[src/fcsd_defines.svh]
`ifndef FCSD_DEFINES_SVH
`define FCSD_DEFINES_SVH

// Unlock addresses
`define FCSD_ADDR_UNLOCK1 12'h555
`define FCSD_ADDR_UNLOCK2 12'h2AA
// Command data codes
`define FCSD_D_UNLOCK1 8'hAA
`define FCSD_D_UNLOCK2 8'h55
`define FCSD_D_RESET 8'hF0
`define FCSD_D_CONFIRM 8'h29
`define FCSD_D_ERASE_SETUP 8'h80
`define FCSD_D_SECTOR_ERASE 8'h30
`define FCSD_D_CHIP_ERASE 8'h10
`define FCSD_D_SUSPEND 8'hB0
`define FCSD_D_RESUME 8'h30
`define FCSD_D_SR_READ 8'h70
`define FCSD_D_SR_CLEAR 8'h71
`define FCSD_D_BYPASS_ENTER 8'h20
`define FCSD_D_EXIT1 8'h90
`define FCSD_D_EXIT2 8'h00
`define FCSD_D_LOCK_ENTER 8'h40
// Bus timing in ns, write pulse, recovery and read access
`define FCSD_T_WP_NS 35
`define FCSD_T_WPH_NS 20
`define FCSD_T_RD_NS 100
`define FCSD_CLK_NS 10
`define FCSD_CYC(ns) (((ns) + `FCSD_CLK_NS - 1) / `FCSD_CLK_NS)

`endif

[src/fcsd_pkg.sv]
package fcsd_pkg;
    typedef enum logic [3:0] {
        FCSD_OP_RESET,
        FCSD_OP_CONFIRM,
        FCSD_OP_BYP_SECTOR_ERASE,
        FCSD_OP_BYP_CHIP_ERASE,
        FCSD_OP_SECTOR_ERASE,
        FCSD_OP_SUSPEND,
        FCSD_OP_RESUME,
        FCSD_OP_SR_READ,
        FCSD_OP_SR_CLEAR,
        FCSD_OP_BYPASS_ENTER,
        FCSD_OP_BYPASS_EXIT,
        FCSD_OP_LOCK_ENTER,
        FCSD_OP_LOCK_EXIT
    } fcsd_op_t;

    typedef enum {
        FCSD_IDLE,
        FCSD_SETUP,
        FCSD_PULSE,
        FCSD_RECOVER,
        FCSD_READ,
        FCSD_DONE
    } fcsd_state_t;
endpackage

[src/fcsd_host.sv]
// Function
// - F0 at any address aborts to read
// - After buffer load, 29 at sector
// - Bypass erase: 80 then 30 or 10
// - Normal sector erase: six writes, four of them unlock
// - B0 anywhere suspends running operation
// - 30 anywhere resumes suspended operation
// - Lock overlay enter AA/55/40; exit 90/0
`timescale 1ns/1ps
`default_nettype none
`include "fcsd_defines.svh"

module fcsd_host
    import fcsd_pkg::*;
#(
    parameter int ADDR_W = 26,
    parameter int DATA_W = 16
)(
    input wire logic core_clk,
    input wire logic rst,
    input wire logic cmd_valid,
    input wire fcsd_op_t cmd_op,
    input wire logic [ADDR_W-1:0] cmd_sector,
    output logic cmd_ready,
    output logic cmd_done,
    output logic [DATA_W-1:0] status_data,
    output logic [ADDR_W-1:0] flash_addr,
    output logic [DATA_W-1:0] flash_dq_out,
    output logic flash_dq_oe,
    input wire logic [DATA_W-1:0] flash_dq_in,
    output logic flash_ce_n,
    output logic flash_we_n,
    output logic flash_oe_n
);
    localparam int WP_CYC = `FCSD_CYC(`FCSD_T_WP_NS);
    localparam int WPH_CYC = `FCSD_CYC(`FCSD_T_WPH_NS);
    localparam int RD_CYC = `FCSD_CYC(`FCSD_T_RD_NS);

    // Write table entry: address, data, sector flag
    typedef struct packed {
        logic use_sector;
        logic [11:0] addr;
        logic [7:0] data;
    } fcsd_wr_t;

    function automatic fcsd_wr_t wr(input logic s, input logic [11:0] a,
                                    input logic [7:0] d);
        wr = '{use_sector: s, addr: a, data: d};
    endfunction

    function automatic logic [2:0] seq_len(input fcsd_op_t op);
        case (op)
            FCSD_OP_SECTOR_ERASE: seq_len = 3'h6;
            FCSD_OP_SR_READ: seq_len = 3'h1;
            FCSD_OP_BYPASS_ENTER,
            FCSD_OP_LOCK_ENTER: seq_len = 3'h3;
            FCSD_OP_BYP_SECTOR_ERASE,
            FCSD_OP_BYP_CHIP_ERASE,
            FCSD_OP_BYPASS_EXIT,
            FCSD_OP_LOCK_EXIT: seq_len = 3'h2;
            default: seq_len = 3'h1;
        endcase
    endfunction

    function automatic fcsd_wr_t seq_step(input fcsd_op_t op,
                                          input logic [2:0] i);
        seq_step = wr(1'b0, 12'h000, `FCSD_D_RESET);
        case (op)
            FCSD_OP_CONFIRM:
                seq_step = wr(1'b1, 12'h000, `FCSD_D_CONFIRM);
            FCSD_OP_BYP_SECTOR_ERASE, FCSD_OP_BYP_CHIP_ERASE:
                if (i == 3'h0)
                    seq_step = wr(1'b0, 12'h000, `FCSD_D_ERASE_SETUP);
                else if (op == FCSD_OP_BYP_SECTOR_ERASE)
                    seq_step = wr(1'b1, 12'h000, `FCSD_D_SECTOR_ERASE);
                else
                    seq_step = wr(1'b0, 12'h000, `FCSD_D_CHIP_ERASE);
            FCSD_OP_SECTOR_ERASE:
                case (i)
                    3'h0, 3'h3:
                        seq_step = wr(1'b0, `FCSD_ADDR_UNLOCK1,
                                      `FCSD_D_UNLOCK1);
                    3'h1, 3'h4:
                        seq_step = wr(1'b0, `FCSD_ADDR_UNLOCK2,
                                      `FCSD_D_UNLOCK2);
                    3'h2:
                        seq_step = wr(1'b0, `FCSD_ADDR_UNLOCK1,
                                      `FCSD_D_ERASE_SETUP);
                    default:
                        seq_step = wr(1'b1, 12'h000, `FCSD_D_SECTOR_ERASE);
                endcase
            FCSD_OP_SUSPEND:
                seq_step = wr(1'b0, 12'h000, `FCSD_D_SUSPEND);
            FCSD_OP_RESUME:
                seq_step = wr(1'b0, 12'h000, `FCSD_D_RESUME);
            FCSD_OP_SR_READ:
                seq_step = wr(1'b0, `FCSD_ADDR_UNLOCK1,
                              `FCSD_D_SR_READ);
            FCSD_OP_SR_CLEAR:
                seq_step = wr(1'b0, `FCSD_ADDR_UNLOCK1,
                              `FCSD_D_SR_CLEAR);
            FCSD_OP_BYPASS_ENTER, FCSD_OP_LOCK_ENTER:
                case (i)
                    3'h0:
                        seq_step = wr(1'b0, `FCSD_ADDR_UNLOCK1,
                                      `FCSD_D_UNLOCK1);
                    3'h1:
                        seq_step = wr(1'b0, `FCSD_ADDR_UNLOCK2,
                                      `FCSD_D_UNLOCK2);
                    default:
                        seq_step = wr(1'b0, `FCSD_ADDR_UNLOCK1,
                                      (op == FCSD_OP_LOCK_ENTER) ?
                                      `FCSD_D_LOCK_ENTER :
                                      `FCSD_D_BYPASS_ENTER);
                endcase
            FCSD_OP_BYPASS_EXIT, FCSD_OP_LOCK_EXIT:
                seq_step = wr(1'b0, 12'h000,
                              (i == 3'h0) ? `FCSD_D_EXIT1 : `FCSD_D_EXIT2);
            default:
                seq_step = wr(1'b0, 12'h000, `FCSD_D_RESET);
        endcase
    endfunction

    fcsd_state_t state, next_state;
    fcsd_op_t op, next_op;
    logic [ADDR_W-1:0] sector, next_sector;
    logic [2:0] step, next_step;
    logic [7:0] cnt, next_cnt;
    logic [DATA_W-1:0] dq_s1, dq_s2;
    logic next_cmd_ready, next_cmd_done;
    logic [DATA_W-1:0] next_status_data;
    logic [ADDR_W-1:0] next_flash_addr;
    logic [DATA_W-1:0] next_flash_dq_out;
    logic next_flash_dq_oe, next_flash_ce_n, next_flash_we_n;
    logic next_flash_oe_n;
    fcsd_wr_t cur;

    always_comb
    begin
        cur = seq_step(op, step);
        next_state = state;
        next_op = op;
        next_sector = sector;
        next_step = step;
        next_cnt = cnt;
        next_cmd_ready = 1'b0;
        next_cmd_done = 1'b0;
        next_status_data = status_data;
        next_flash_addr = flash_addr;
        next_flash_dq_out = flash_dq_out;
        next_flash_dq_oe = flash_dq_oe;
        next_flash_ce_n = flash_ce_n;
        next_flash_we_n = 1'b1;
        next_flash_oe_n = 1'b1;
        case (state)
            FCSD_IDLE:
            begin
                next_flash_ce_n = 1'b1;
                next_flash_dq_oe = 1'b0;
                next_cmd_ready = 1'b1;
                if (cmd_valid && cmd_ready)
                begin
                    next_cmd_ready = 1'b0;
                    next_op = cmd_op;
                    next_sector = cmd_sector;
                    next_step = 3'h0;
                    next_state = FCSD_SETUP;
                end
            end
            FCSD_SETUP:
            begin
                // Sector writes use the sector base, else the table address (unlock or zero)
                next_flash_addr = cur.use_sector ? sector :
                                  ADDR_W'(cur.addr);
                next_flash_dq_out = DATA_W'(cur.data);
                next_flash_dq_oe = 1'b1;
                next_flash_ce_n = 1'b0;
                next_flash_we_n = 1'b0;
                next_cnt = 8'(WP_CYC - 1);
                next_state = FCSD_PULSE;
            end
            FCSD_PULSE:
            begin
                next_flash_we_n = 1'b0;
                if (cnt == 8'h00)
                begin
                    next_flash_we_n = 1'b1;
                    next_cnt = 8'(WPH_CYC - 1);
                    next_state = FCSD_RECOVER;
                end
                else
                    next_cnt = cnt - 8'h01;
            end
            FCSD_RECOVER:
            begin
                if (cnt != 8'h00)
                    next_cnt = cnt - 8'h01;
                else if (step + 3'h1 < seq_len(op))
                begin
                    next_step = step + 3'h1;
                    next_state = FCSD_SETUP;
                end
                else if (op == FCSD_OP_SR_READ)
                begin
                    // Second cycle: read at any address
                    next_flash_dq_oe = 1'b0;
                    next_flash_oe_n = 1'b0;
                    next_cnt = 8'(RD_CYC + 1);
                    next_state = FCSD_READ;
                end
                else
                    next_state = FCSD_DONE;
            end
            FCSD_READ:
            begin
                next_flash_oe_n = 1'b0;
                if (cnt == 8'h00)
                begin
                    next_status_data = dq_s2;
                    next_flash_oe_n = 1'b1;
                    next_state = FCSD_DONE;
                end
                else
                    next_cnt = cnt - 8'h01;
            end
            FCSD_DONE:
            begin
                next_flash_ce_n = 1'b1;
                next_flash_dq_oe = 1'b0;
                next_cmd_done = 1'b1;
                next_state = FCSD_IDLE;
            end
            default:
                next_state = FCSD_IDLE;
        endcase
    end

    always_ff @(posedge core_clk or posedge rst)
    begin
        if (rst)
        begin
            state <= FCSD_IDLE;
            op <= FCSD_OP_RESET;
            sector <= '0;
            step <= 3'h0;
            cnt <= 8'h00;
            dq_s1 <= '0;
            dq_s2 <= '0;
            cmd_ready <= 1'b0;
            cmd_done <= 1'b0;
            status_data <= '0;
            flash_addr <= '0;
            flash_dq_out <= '0;
            flash_dq_oe <= 1'b0;
            flash_ce_n <= 1'b1;
            flash_we_n <= 1'b1;
            flash_oe_n <= 1'b1;
        end
        else
        begin
            state <= next_state;
            op <= next_op;
            sector <= next_sector;
            step <= next_step;
            cnt <= next_cnt;
            dq_s1 <= flash_dq_in;
            dq_s2 <= dq_s1;
            cmd_ready <= next_cmd_ready;
            cmd_done <= next_cmd_done;
            status_data <= next_status_data;
            flash_addr <= next_flash_addr;
            flash_dq_out <= next_flash_dq_out;
            flash_dq_oe <= next_flash_dq_oe;
            flash_ce_n <= next_flash_ce_n;
            flash_we_n <= next_flash_we_n;
            flash_oe_n <= next_flash_oe_n;
        end
    end
endmodule // fcsd_host

`default_nettype wire

[config.mk]
export PLATFORM = sky130hd
export DESIGN_NAME = fcsd_host
export DESIGN_NICKNAME = d
export VERILOG_FILES = /design/src/fcsd_pkg.sv /design/src/fcsd_host.sv
export VERILOG_INCLUDE_DIRS = /design/src
export SDC_FILE = /design/constraint.sdc
export NUM_CORES = 1
export LEC_CHECK = 0
export BUFFER_PORTS_ARGS = -buffer_cell sky130_fd_sc_hd__buf_2
export CORE_ASPECT_RATIO = 0.5
export CORE_MARGIN = 2
export CORE_UTILIZATION = 44
export CTS_BUF_LIST = sky130_fd_sc_hd__clkbuf_4
export DETAILED_ROUTE_END_ITERATION = 10
export GPL_ROUTABILITY_DRIVEN = 0
export HOLD_SLACK_MARGIN = 0.05
export PLACE_DENSITY = 0.66
export SETUP_SLACK_MARGIN = 0.1
export SLEW_MARGIN = 20
export SYNTH_ARGS = -nofsm -noshare
export SYNTH_HDL_FRONTEND = slang
export SYNTH_SLANG_ARGS = --single-unit
[constraint.sdc]
create_clock -name core_clk -period 8.07 [get_ports core_clk]
set_clock_uncertainty 0.05 [all_clocks]
set_input_delay 1.614 -clock core_clk [delete_from_list [all_inputs] [get_ports core_clk]]
set_output_delay 1.614 -clock core_clk [all_outputs]
set_load 0.05 [all_outputs]
==> summary.md, run 1 <==
| Metric | Value |
|---|---|
| Switching share of power | `44.33%` |
| Proportion of synthesized chip area in sequential cells | `58.69%` |
| # clock sinks | `132` |
| Largest buffer count on any clock path | `2` |
| # Post-CTS Setup Buffers | `0` |
| Initial DRT Pass Iterations | `5` |
| Switching power summed over all nets | `0.0009487 W` |
| Final clock period utilization by the worst path | `41.70%` |
| Global-route wire length before repair | `19,290 µm` |
| Initial core utilization | `44.75%` |
| Count of flip-flops with a built-in enable after synthesis | `0` |
| Vias | `3,967` |
| Kind of end point of the critical path | `register` |
| Ratio of routed vias to standard cells | `5.220` |
| Worst Setup EP | `flash_addr[21]$_DFFE_PP0N_` |
| Pin count of the biggest net entering global routing | `70` |
| Outcome | `finished clean` |
| Share of total power in sequential cells | `42.7%` |
| Design Power | `0.002140 W` |
| Clock Power Share | `19.2%` |
| Top-Level Pins | `113` |
| Leftover overflow at the end of global routing | `0` |
| Worst relative slew slack | `26.56%` |
| Clock transition at the registers of the reported paths | `0.13 ns` |
| Fraction of layout cells with a size suffix above 1 | `33.90%` |
| Die Ht | `84.02 µm` |
| Biggest fanout along the worst timing path | `15` |
| Flip-flop and latch count after synthesis | `132` |
| Residual antenna-violating net count after detailed routing | `0` |
| Resize count post-CTS | `0` |
| P&R area growth vs syn | `15.41%` |
| Diodes inserted | `0` |
| Slowest Stage Delay on Critical Path | `0.83 ns` |
| Fin. max-slew vios | `0` |
| Area of the mapped netlist | `5634 µm²` |
| HP Class | `reg -> reg` |
| Worst path cell trace | `inv_1 -> ha_1 -> nor2b_1 -> or4_1 -> a31oi_1 -> and4b_1 -> a22o_1` |
| Root Driver | `sky130_fd_sc_hd__clkbuf_4` |
| Async SR Flop Fraction | `100.0%` |
| Highest signal layer in the routed design | `met4` |
| Synthesized area divided by synthesized cell count | `11.79 µm²` |
| DR WL/cell | `15.04 µm` |
| Combinational Power Share | `38.1%` |
| Via count of the first global-routing pass | `3,873` |
| Clock Latency Late Sink | `0.52 ns` |
| TritonCTS clock tree | `done` |
| Total routed wirelength | `11,430 µm` |
| Number of buffers inserted during clock tree synthesis | `17` |
| I/O Buffers | `104` |
| Synthesized instance count | `478` |
| Total power density per cell area | `329.1 nW/µm²` |
| Critical Path Source | `step[0]$_DFFE_PP0P_` |
| DRC Markers | `0` |
| Max Fclk | `297.2 MHz` |
| Max IR drop VDD | `200.7 µV` |
| Area enclosed by the die boundary | `13,780 µm²` |
| Antenna violations before repair | `0` |
| Transition time at the pin with the least slew margin | `1.096 ns` |
| CTS HTree Levels | `4` |
| Path depth of the worst reg2reg path | `7` |
| Placeable core area | `12,590 µm²` |
| Storage element area | `3307 µm²` |
| Number of fillers in the final layout | `1,127` |
| Data arrival, critical path | `3.76 ns` |
| Combined area of the multi-input logic cells | `2122 µm²` |
| Number of maximum-capacitance violations | `0` |
| Leakage power total | `3.202 nW` |
| Most used flip-flop cell after synthesis | `sky130_fd_sc_hd__dfrtp_1` |
| Slack of the worst reg-to-reg path | `4.70 ns` |
| Number of rows created at floorplan | `29` |
| Data required, critical path | `8.47 ns` |
| Floorplan die width | `164.0 µm` |
| Sum Neg Setup Slack | `0 ns` |
| Wire length on met1 | `5487 µm` |
| Unrepaired setup endpoints after global routing | `no` |
| Total length of routed met3 wires | `595 µm` |
| Number of nets in the finished design | `635` |
| Max stage delay cell, worst path | `sky130_fd_sc_hd__a31oi_1` |
| Number of DRC markers in iteration 0 | `239` |
| Overall track demand over capacity in global routing | `17.86%` |
| Internal Pwr Total | `0.001191 W` |
| Post-detailed-placement half-perimeter wirelength | `7770 µm` |
| Synthesis Warnings | `0` |
| Capture point of the worst reg-to-reg path | `flash_addr[21]$_DFFE_PP0N_` |
| Category of the critical setup timing path | `reg -> reg` |
| Final setup vio count | `0` |
| Post-synthesis cell type count | `64` |
| Worst R2R Start | `step[0]$_DFFE_PP0P_` |
| Final number of hold-violating endpoints | `0` |
| Critical path startpoint category | `register` |
| Met2 WL post-DR | `5232 µm` |
| Number of hold buffers added after cts | `0` |
| Post-route minimum period | `3.365 ns` |
cells in the mapped netlist, drive strengths merged (7+ instances only):
cell    number  area, µm²
dfrtp      129       3228
mux2        46      518.0
nor2        40      157.6
nand2       39      148.9
o21ai       23      115.1
buf         21      133.9
a21oi       17      85.08
a22o        16      140.1
clkbuf      13      48.80
inv         13      48.79
ha           9      112.6
and2         7      43.79
flip-flops by register name (all words and copies together) (netlist names):
name,count
flash_ce_n,1
cmd_ready,1
flash_dq_oe,1
step,3
flash_addr,26
sector,26
dq_s2,16
cnt,8
dq_s1,16
flash_we_n,1
cmd_done,1
status_data,16
state,3
flash_oe_n,1
op,4
flash_dq_out,8
through the flow:
step                setup slack [ns]  utilization (%)  instances  hold WS [ns]  instance area [µm²]
floorplan                      2.885                -        485        0.2812                 5660
global placement               4.819            49.53        728        0.2820                 6236
detailed placement             4.791            49.53        728        0.2847                 6236
CTS                            4.768            51.64        760        0.3123                 6502
global route                   4.566            51.64        760        0.3092                 6502
finish                         4.705            51.64        760        0.3079                 6502
cell usage in the layout (no fill, tap or decap), drive strengths merged, types with 3 or more instances in the layout:
cell type	synthesis	final
dfrtp	129	129
buf	21	107
nor2	40	40
nand3	6	6
a21oi	17	17
or2	3	3
o41ai	4	4
o22a	6	6
nand2	39	39
dfstp	3	3
o21ai	23	23
conb	1	8
clkinvlp	0	3
a22o	16	16
inv	13	21
a31oi	4	4
nor3	6	6
or3	6	6
ha	9	9
nor2b	4	4
mux2	46	46
clkbuf	13	17
o22ai	3	3
clkinv	0	4
o31ai	6	6
and2	7	7
nand2b	5	5
and3	3	3
a32o	3	3
critical path, delay by kind of cell (launching register included):
family / cells / cell delay, ns
and+or+nand+nor: 3 / 1.38
AOI/OAI and AO/OA: 2 / 1.05
DFF: 1 / 0.44
adders and majority gates: 1 / 0.29
buffers and inverters: 1 / 0.09
power by group through the flow:
stage	registers (W)	clock network [W]	logic [W]
global placement	0.000923	0	0.000807
detailed placement	0.000924	0	0.000814
CTS	0.000913	0.000428	0.000817
floorplan	0.00112	0	0.000436
finish	0.000914	0.000411	0.000815
global route	0.000937	0.000453	0.000886
layout make-up:
type / instances / area share (%)
Timing Repair Buffer: 107 / 8.351
Multi-Input combinational cell: 306 / 32.63
Sequential cell: 132 / 50.86
Tap cell: 170 / 3.271
Clock buffer: 17 / 1.963
Clock inverter: 15 / 2.136
Inverter: 13 / 0.7889
worst min path at each step:
stage | to | cells past startpoint | startpoint | slack, ns
global placement | dq_s2[4]$_DFF_PP0_ | 0 | dq_s1[4]$_DFF_PP0_ | 0.28
CTS | dq_s2[1]$_DFF_PP0_ | 0 | dq_s1[1]$_DFF_PP0_ | 0.31
finish | dq_s2[4]$_DFF_PP0_ | 0 | dq_s1[4]$_DFF_PP0_ | 0.31
floorplan | dq_s2[0]$_DFF_PP0_ | 0 | dq_s1[0]$_DFF_PP0_ | 0.28
detailed placement | dq_s2[11]$_DFF_PP0_ | 0 | dq_s1[11]$_DFF_PP0_ | 0.28
global route | dq_s2[1]$_DFF_PP0_ | 0 | dq_s1[1]$_DFF_PP0_ | 0.31
cell families after synthesis:
logic type	share of synthesized area (%)
adders and majority gates	2.176
AOI/OAI and AO/OA	13.77
buffers and inverters	4.108
and+or+nand+nor	11.66
muxes	9.372
xor gates and xnor gates	0.1555
other	0.06656
DFF	58.69
routing by layer:
metal,vias to the layer above,GRT usage [%]
met1,1931,24.97
met3,13,4.819
li1,1894,-
met4,0,4.785
met5,-,0
met2,129,27.65
No activity file was read; power rests on OpenSTA's default activity.
==> run 2: changes to the inputs <==
clock period = 3.1 ns   (was 8.07 ns; I/O delays follow)
==> run 2 against run 1 <==
  * Sequential power rose to 2.6 times the previous value
  * Register-to-register slack got worse by 4.4 ns
  * Die area did not move
  * Clock-buffer cell count did not move
  * Total power rose to 2.6 times the previous value
  * Highest routed layer unchanged
  * Routed wire length rose by 4.4%
  * Final cell count rose by 0.92%
  * Design area rose by 1.1%
==> summary.md, run 2 (same netlist as run 1, synthesis figures left out) <==
| Metric | Value |
|---|---|
| Number of rows created at floorplan | `29 (unchanged)` |
| Storage element area | `3307 µm² (unchanged)` |
| Most numerous cell on the critical path | `sky130_fd_sc_hd__o31a_1` |
| Critical path startpoint category | `register` |
| Initial core utilization | `44.75% (unchanged)` |
| Vias | `4,077 (+2.8%)` |
| Max stage delay cell, worst path | `sky130_fd_sc_hd__dfrtp_1` |
| Final setup vio count | `0 (unchanged)` |
| Capture point of the worst reg-to-reg path | `step[0]$_DFFE_PP0P_` |
| Category of the critical setup timing path | `reg -> reg` |
| Floorplan die width | `164.0 µm (unchanged)` |
| Number of DRC markers in iteration 0 | `259 (+8.4%)` |
| Number of fillers in the final layout | `1,160 (+2.9%)` |
| Leading cell type in the layout, fill and taps excluded | `sky130_fd_sc_hd__dfrtp_1` |
| Post-layout util | `52.21% (+0.57 points)` |
| Sum Neg Setup Slack | `0 ns (unchanged)` |
| Worst path cell trace | `nor2_1 -> o21ai_0 -> ha_1 -> or3_1 -> o31a_1 -> o31a_1 -> a22o_1` |
| TritonCTS clock tree | `done` |
| Post-route minimum period | `2.828 ns (-0.5370 ns)` |
| Number of maximum-capacitance violations | `0 (unchanged)` |
| Residual antenna-violating net count after detailed routing | `0 (unchanged)` |
| Post-detailed-placement half-perimeter wirelength | `8209 µm (+5.7%)` |
| Clock transition at the registers of the reported paths | `0.13 ns (about the same)` |
| Slowest Stage Delay on Critical Path | `0.56 ns (-0.27 ns)` |
| Overall track demand over capacity in global routing | `18.48% (+0.61 points)` |
| Die Ht | `84.02 µm (unchanged)` |
| Max Fclk | `353.6 MHz (+19%)` |
| Number of hold buffers added after cts | `0 (unchanged)` |
| HP Class | `in -> async` |
| Top-Level Pins | `113 (unchanged)` |
| Initial DRT Pass Iterations | `4 (-1)` |
| Number of nets in the finished design | `642 (+1.1%)` |
| Final number of hold-violating endpoints | `0 (unchanged)` |
| # Post-CTS Setup Buffers | `0 (unchanged)` |
| DRC Markers | `0 (unchanged)` |
| Data required, critical path | `3.46 ns (-5.01 ns)` |
| Largest buffer count on any clock path | `2 (unchanged)` |
| Area enclosed by the die boundary | `13,780 µm² (unchanged)` |
| Kind of end point of the critical path | `register` |
| Met2 WL post-DR | `5810 µm (+11%)` |
| Via count of the first global-routing pass | `4,082 (+5.4%)` |
| Path depth of the worst reg2reg path | `7 (unchanged)` |
| Leftover overflow at the end of global routing | `0 (unchanged)` |
| Leakage power total | `3.235 nW (+1.1%)` |
| Combined area of the multi-input logic cells | `2122 µm² (unchanged)` |
| Registers with the most flip-flops | `flash_addr: 26 flops, sector: 26 flops` |
| Slack of the worst reg-to-reg path | `0.27 ns (-4.43 ns)` |
| Global-route wire length before repair | `19,980 µm (+3.6%)` |
| Top Family by Delay on Critical Path | `compound AO/OA/AOI/OAI gates` |
| Fraction of layout cells with a size suffix above 1 | `34.51% (+0.61 points)` |
| Final clock period utilization by the worst path | `91.23% (+50 points)` |
| Pin count of the biggest net entering global routing | `65 (-7.1%)` |
| Data arrival, critical path | `3.18 ns (-0.58 ns)` |
| Placeable core area | `12,590 µm² (unchanged)` |
| Max IR drop VDD | `374.7 µV (+87%)` |
| Total length of routed met3 wires | `482 µm (-19%)` |
| Total power density per cell area | `855.1 nW/µm² (+160%)` |
| Transition time at the pin with the least slew margin | `0.7381 ns (-0.3583 ns)` |
| Worst R2R Start | `op[1]$_DFFE_PP0P_` |
| Diodes inserted | `0 (unchanged)` |
| Design Power | `0.005621 W (+160%)` |
| Highest signal layer in the routed design | `met4` |
| Unrepaired setup endpoints after global routing | `no` |
| # clock sinks | `132 (unchanged)` |
| DR WL/cell | `15.57 µm (+3.5%)` |
| Wire length on met1 | `5417 µm (-1.3%)` |
| Number of buffers inserted during clock tree synthesis | `17 (unchanged)` |
| Antenna violations before repair | `0 (unchanged)` |
| Total buffers and inverters traversed by the critical path | `0 (-1)` |
| CTS HTree Levels | `4 (unchanged)` |
| Resize count post-CTS | `0 (unchanged)` |
| Root Driver | `sky130_fd_sc_hd__clkbuf_4` |
| Worst relative slew slack | `50.69% (+24 points)` |
| Most used cells in the layout excluding fill and tap cells | `sky130_fd_sc_hd__dfrtp_1, sky130_fd_sc_hd__buf_2, sky130_fd_sc_hd__mux2_2` |
| Outcome | `finished clean` |
| P&R area growth vs syn | `16.68%` |
| Ratio of routed vias to standard cells | `5.316 (+1.8%)` |
| Total routed wirelength | `11,940 µm (+4.4%)` |
| Biggest fanout along the worst timing path | `15 (unchanged)` |
| Clock Latency Late Sink | `0.51 ns (about the same)` |
| I/O Buffers | `104 (unchanged)` |
| Fin. max-slew vios | `0 (unchanged)` |
==> run 2: power by group <==
group / leakage [nW] / switching, W / internal (W)
Combinational: 1.44 / 0.00149 / 0.000703
Sequential: 1.66 / 0.000280 / 0.00207
Clock: 0.133 / 0.000679 / 0.000402
==> run 2: metal layers <==
layer  global-route usage, %  up-vias
met5                       0        -
met4                   7.656        0
met3                   4.123       25
met2                   30.21      104
met1                   23.89     2039
li1                        -     1909
==> run 2: metrics by stage <==
| step | worst slack (ns) | cell area (µm²) | instances | hold slack (ns) |
|---|---|---|---|---|
| after floorplan | 0.4121 | 5664 | 485 | 0.2812 |
| after global placement | 0.4189 | 6315 | 735 | 0.2828 |
| after detailed placement | 0.3389 | 6315 | 735 | 0.2873 |
| after CTS | 0.3170 | 6574 | 767 | 0.1041 |
| after global routing | 0.1024 | 6574 | 767 | 0.1059 |
| final | 0.2719 | 6574 | 767 | 0.1553 |
==> run 2: how the worst max path moves through the flow <==
stage               depth (start not counted)               from                   to  slack, ns
floorplan                                  10  op[3]$_DFFE_PP0P_  step[0]$_DFFE_PP0P_       0.41
CTS                                         7  op[1]$_DFFE_PP0P_  step[0]$_DFFE_PP0P_       0.32
global route                                7  op[1]$_DFFE_PP0P_  step[1]$_DFFE_PP0P_       0.10
finish                                      7  op[1]$_DFFE_PP0P_  step[0]$_DFFE_PP0P_       0.27
global placement                            7  op[1]$_DFFE_PP0P_  step[0]$_DFFE_PP0P_       0.42
detailed placement                          7  op[1]$_DFFE_PP0P_  step[0]$_DFFE_PP0P_       0.34
==> run 2: worst reg2reg max path: cells and delay by family (launching register included) <==
family	cells	cell delay [ns]
AOI/OAI and AO/OA	4	1.11
and+or+nand+nor	2	0.79
DFF	1	0.56
adders and majority gates	1	0.22
==> run 2: final cells by class <==
type | count | share of cell area (%)
inverter | 13 | 0.7994
clock inverter | 15 | 1.998
multi-input combinational | 306 | 32.28
timing repair buffer | 114 | 9.440
clock buffer | 17 | 1.941
tap | 170 | 3.236
sequential | 132 | 50.30
==> run 3: changes to the inputs <==
ABC_AREA = 1   (was default)
==> run 3 against run 2 <==
  * Sequential share of layout area decreased by 0.18 points
  * Fmax increased by 26%
  * First-iteration DRC count decreased by 21%
  * Via count decreased by 1.3%
==> summary.md, run 3 <==
| Metric | Value |
|---|---|
| Share of total power in sequential cells | `36.8% (-5.0 points)` |
| DRC Markers | `0 (unchanged)` |
| Number of rows created at floorplan | `29 (unchanged)` |
| Root Driver | `sky130_fd_sc_hd__clkbuf_4` |
| Transition time at the pin with the least slew margin | `0.8775 ns (+0.1394 ns)` |
| Switching share of power | `45.40% (+1.9 points)` |
| Met2 WL post-DR | `5444 µm (-6.3%)` |
| Residual antenna-violating net count after detailed routing | `0 (unchanged)` |
| Synthesized area divided by synthesized cell count | `9.956 µm² (-16%)` |
| Highest signal layer in the routed design | `met4` |
| Number of buffers inserted during clock tree synthesis | `17 (unchanged)` |
| P&R area growth vs syn | `18.12%` |
| Die Ht | `83.67 µm (-0.41%)` |
| Post-Place Worst Slack | `0.8296 ns (+0.4908 ns)` |
| Category of the critical setup timing path | `reg -> reg` |
| Library cell with the highest instance count after synthesis | `sky130_fd_sc_hd__nand2_1` |
| Number of nets in the finished design | `734 (+14%)` |
| Resize count post-CTS | `0 (unchanged)` |
| Max stage delay cell, worst path | `sky130_fd_sc_hd__dfrtp_1` |
| Overall track demand over capacity in global routing | `18.28% (-0.19 points)` |
| Post-route minimum period | `2.238 ns (-0.5905 ns)` |
| Worst Setup EP | `cnt[3]$_DFFE_PP0P_` |
| Combinational Power Share | `44.6% (+5.7 points)` |
| Async SR Flop Fraction | `100.0% (unchanged)` |
| Area enclosed by the die boundary | `13,670 µm² (-0.83%)` |
| Clock Latency Late Sink | `0.53 ns (+0.02 ns)` |
| Switching power summed over all nets | `0.003120 W (+28%)` |
| Unrepaired setup endpoints after global routing | `no` |
| Initial core utilization | `44.62% (-0.13 points)` |
| Via count of the first global-routing pass | `3,980 (-2.5%)` |
| Final setup vio count | `0 (unchanged)` |
| Fin. max-slew vios | `0 (unchanged)` |
| Leading cell type in the layout, fill and taps excluded | `sky130_fd_sc_hd__nand2_1` |
| Worst R2R Start | `step[0]$_DFFE_PP0P_` |
| I/O Buffers | `104 (unchanged)` |
| Pin count of the biggest net entering global routing | `75 (+15%)` |
| Number of cells on the critical path | `12 (+5)` |
| Top cells by area in the synthesized netlist | `sky130_fd_sc_hd__dfrtp_1, sky130_fd_sc_hd__nand2_1, sky130_fd_sc_hd__mux2_2` |
| Critical Path Source | `step[0]$_DFFE_PP0P_` |
| Number of maximum-capacitance violations | `0 (unchanged)` |
| Placeable core area | `12,520 µm² (-0.58%)` |
| Slack of the worst reg-to-reg path | `0.86 ns (+0.59 ns)` |
| Clock transition at the registers of the reported paths | `0.13 ns (about the same)` |
| Total routed wirelength | `11,420 µm (-4.3%)` |
| Outcome | `finished clean` |
| Total length of routed met3 wires | `538 µm (+12%)` |
| Most used cells in the layout excluding fill and tap cells | `sky130_fd_sc_hd__nand2_1, sky130_fd_sc_hd__dfrtp_1, sky130_fd_sc_hd__buf_2` |
| Initial DRT Pass Iterations | `5 (+1)` |
| Count of flip-flops with a built-in enable after synthesis | `0 (unchanged)` |
| Max IR drop VDD | `300.5 µV (-20%)` |
| Leftover overflow at the end of global routing | `0 (unchanged)` |
| Worst relative slew slack | `41.43% (-9.3 points)` |
| Total buffers and inverters traversed by the critical path | `1 (+1)` |
| Clock Power Share | `18.6% (-0.6 points)` |
| Top Family by Delay on Critical Path | `adder cells` |
| Global-route wire length before repair | `19,580 µm (-2.0%)` |
| Most numerous cell on the critical path | `sky130_fd_sc_hd__nand2_1` |
| Data required, critical path | `3.48 ns (+0.02 ns)` |
| DR WL/cell | `13.28 µm (-15%)` |
| Proportion of synthesized chip area in sequential cells | `59.21% (+0.51 points)` |
| Top-Level Pins | `113 (unchanged)` |
| HP Class | `in -> reg` |
| # Post-CTS Setup Buffers | `0 (unchanged)` |
| Biggest fanout along the worst timing path | `9 (-6)` |
| Post-detailed-placement half-perimeter wirelength | `7902 µm (-3.7%)` |
| Final number of hold-violating endpoints | `0 (unchanged)` |
| Fin worst setup slack | `0.8624 ns (+0.5905 ns)` |
| Slowest Stage Delay on Critical Path | `0.47 ns (-0.09 ns)` |
| Worst path cell trace | `ha_1 -> ha_1 -> inv_1 -> ha_1 -> nand2_1 -> o21bai_2 -> nand2_1 -> nand2_2 -> nand2_4 -> nand2_4 -> nand2_1 -> nand2_1` |
| Flip-flop and latch count after synthesis | `132 (unchanged)` |
| Critical path startpoint category | `register` |
| CTS HTree Levels | `4 (unchanged)` |
| Design Power | `0.006873 W (+22%)` |
| Wire length on met1 | `5247 µm (-3.1%)` |
| Top cell type's share of synthesized area | `57.80% (+0.50 points)` |
| Post-synthesis cell type count | `40 (-38%)` |
| Data arrival, critical path | `2.62 ns (-0.56 ns)` |
| Vias | `4,022 (-1.3%)` |
| Capture point of the worst reg-to-reg path | `cnt[3]$_DFFE_PP0P_` |
| Most used flip-flop cell after synthesis | `sky130_fd_sc_hd__dfrtp_1` |
| TritonCTS clock tree | `done` |
| Synthesized instance count | `561 (+17%)` |
| Total power density per cell area | `1042 nW/µm² (+22%)` |
| Sum Neg Setup Slack | `0 ns (unchanged)` |
| Ratio of routed vias to standard cells | `4.677 (-12%)` |
| Registers with the most flip-flops | `flash_addr: 26 flops, sector: 26 flops` |
| Kind of end point of the critical path | `register` |
| Hold path depth | `1` |
| Antenna violations before repair | `1 (+1)` |
| Largest buffer count on any clock path | `2 (unchanged)` |
| Path depth of the worst reg2reg path | `12 (+5)` |
| Floorplan die width | `163.3 µm (-0.42%)` |
| Final clock period utilization by the worst path | `72.18% (-19 points)` |
| Post-synth top area cell | `sky130_fd_sc_hd__dfrtp_1` |
| Number of DRC markers in iteration 0 | `204 (-21%)` |
| Post-layout util | `52.70% (+0.49 points)` |
| Leakage power total | `3.529 nW (+9.1%)` |
| Area of the mapped netlist | `5585 µm² (-0.87%)` |
| Synthesis Warnings | `0 (unchanged)` |
| Max Fclk | `446.9 MHz (+26%)` |
| Internal Pwr Total | `0.003753 W (+18%)` |
| Fraction of layout cells with a size suffix above 1 | `29.32% (-5.2 points)` |
| Most frequent cells after synthesis | `sky130_fd_sc_hd__nand2_1, sky130_fd_sc_hd__dfrtp_1, sky130_fd_sc_hd__inv_1, sky130_fd_sc_hd__nand3_1, sky130_fd_sc_hd__nor2_1` |
| # clock sinks | `132 (unchanged)` |
run 3: changes by cell type in the layout (fill, tap and decap cells not counted), moves of 7 or more:
| cell | change |
|---|---|
| sky130_fd_sc_hd__mux2_2 | -20 |
| sky130_fd_sc_hd__inv_1 | +29 |
| sky130_fd_sc_hd__nand2_1 | +132 |
| sky130_fd_sc_hd__a21oi_1 | -9 |
| sky130_fd_sc_hd__and2_1 | -7 |
| sky130_fd_sc_hd__nor2_1 | -10 |
| sky130_fd_sc_hd__o21ai_0 | -7 |
| sky130_fd_sc_hd__nand3_1 | +31 |
| sky130_fd_sc_hd__a2bb2oi_1 | +7 |
| sky130_fd_sc_hd__a22o_1 | -16 |
run 3: timing repair:
item,4_1_cts,5_1_grt
setup endpoints to repair,0,0
hold buffers,1,0
endpoints found under the hold margin,17,0
run 3: worst min path at each step:
stage | startpoint | endpoint | slack [ns]
2_1_floorplan | dq_s1[0]$_DFF_PP0_ | dq_s2[0]$_DFF_PP0_ | 0.28
3_5_place_dp | dq_s1[1]$_DFF_PP0_ | dq_s2[1]$_DFF_PP0_ | 0.28
5_1_grt | flash_dq_in[8] | dq_s1[8]$_DFF_PP0_ | 0.07
6_report | flash_dq_in[2] | dq_s1[2]$_DFF_PP0_ | 0.14
4_1_cts | flash_dq_in[7] | dq_s1[7]$_DFF_PP0_ | 0.09
3_3_place_gp | dq_s1[4]$_DFF_PP0_ | dq_s2[4]$_DFF_PP0_ | 0.28
run 3: logic make-up after synthesis:
family	after synthesis	share of synthesized area [%]
adders and majority gates	9	2.016
other	1	0.06714
muxes	26	5.242
and+or+nand+nor	273	21.73
buffers and inverters	68	5.510
xor gates and xnor gates	4	0.6274
AOI/OAI and AO/OA	48	5.600
DFF	132	59.21
run 3: cell type report:
cell class | instances | area (µm²)
antenna | 1 | 2.502
clock inverter | 15 | 190.2
tap | 170 | 212.7
timing repair buffer | 110 | 580.6
inverter | 47 | 180.2
sequential | 132 | 3307
clock buffer | 17 | 127.6
fill | 1163 | 5921
multi-input combinational | 368 | 1997
run 3: metal layers:
| metal | up-vias | global-route usage, % |
|---|---|---|
| met3 | 15 | 5.464 |
| li1 | 2019 | - |
| met2 | 77 | 28.50 |
| met5 | - | 0 |
| met4 | 0 | 6.034 |
| met1 | 1911 | 24.59 |
run 3: power by group through the flow:
stage	Sequential [W]	Combinational (W)	Clock [W]
3_3_place_gp	0.00255	0.00304	0
5_1_grt	0.00259	0.00336	0.00140
4_1_cts	0.00253	0.00309	0.00132
3_5_place_dp	0.00256	0.00308	0
6_report	0.00253	0.00307	0.00128
2_1_floorplan	0.00335	0.00159	0
run 3: metrics by stage:
step | instances | area [µm²] | hold WS (ns)
global placement | 826 | 6267 | 0.2825
global route | 860 | 6598 | 0.06837
finish | 860 | 6598 | 0.1392
CTS | 859 | 6595 | 0.09373
detailed placement | 826 | 6267 | 0.2847
floorplan | 568 | 5615 | 0.2812
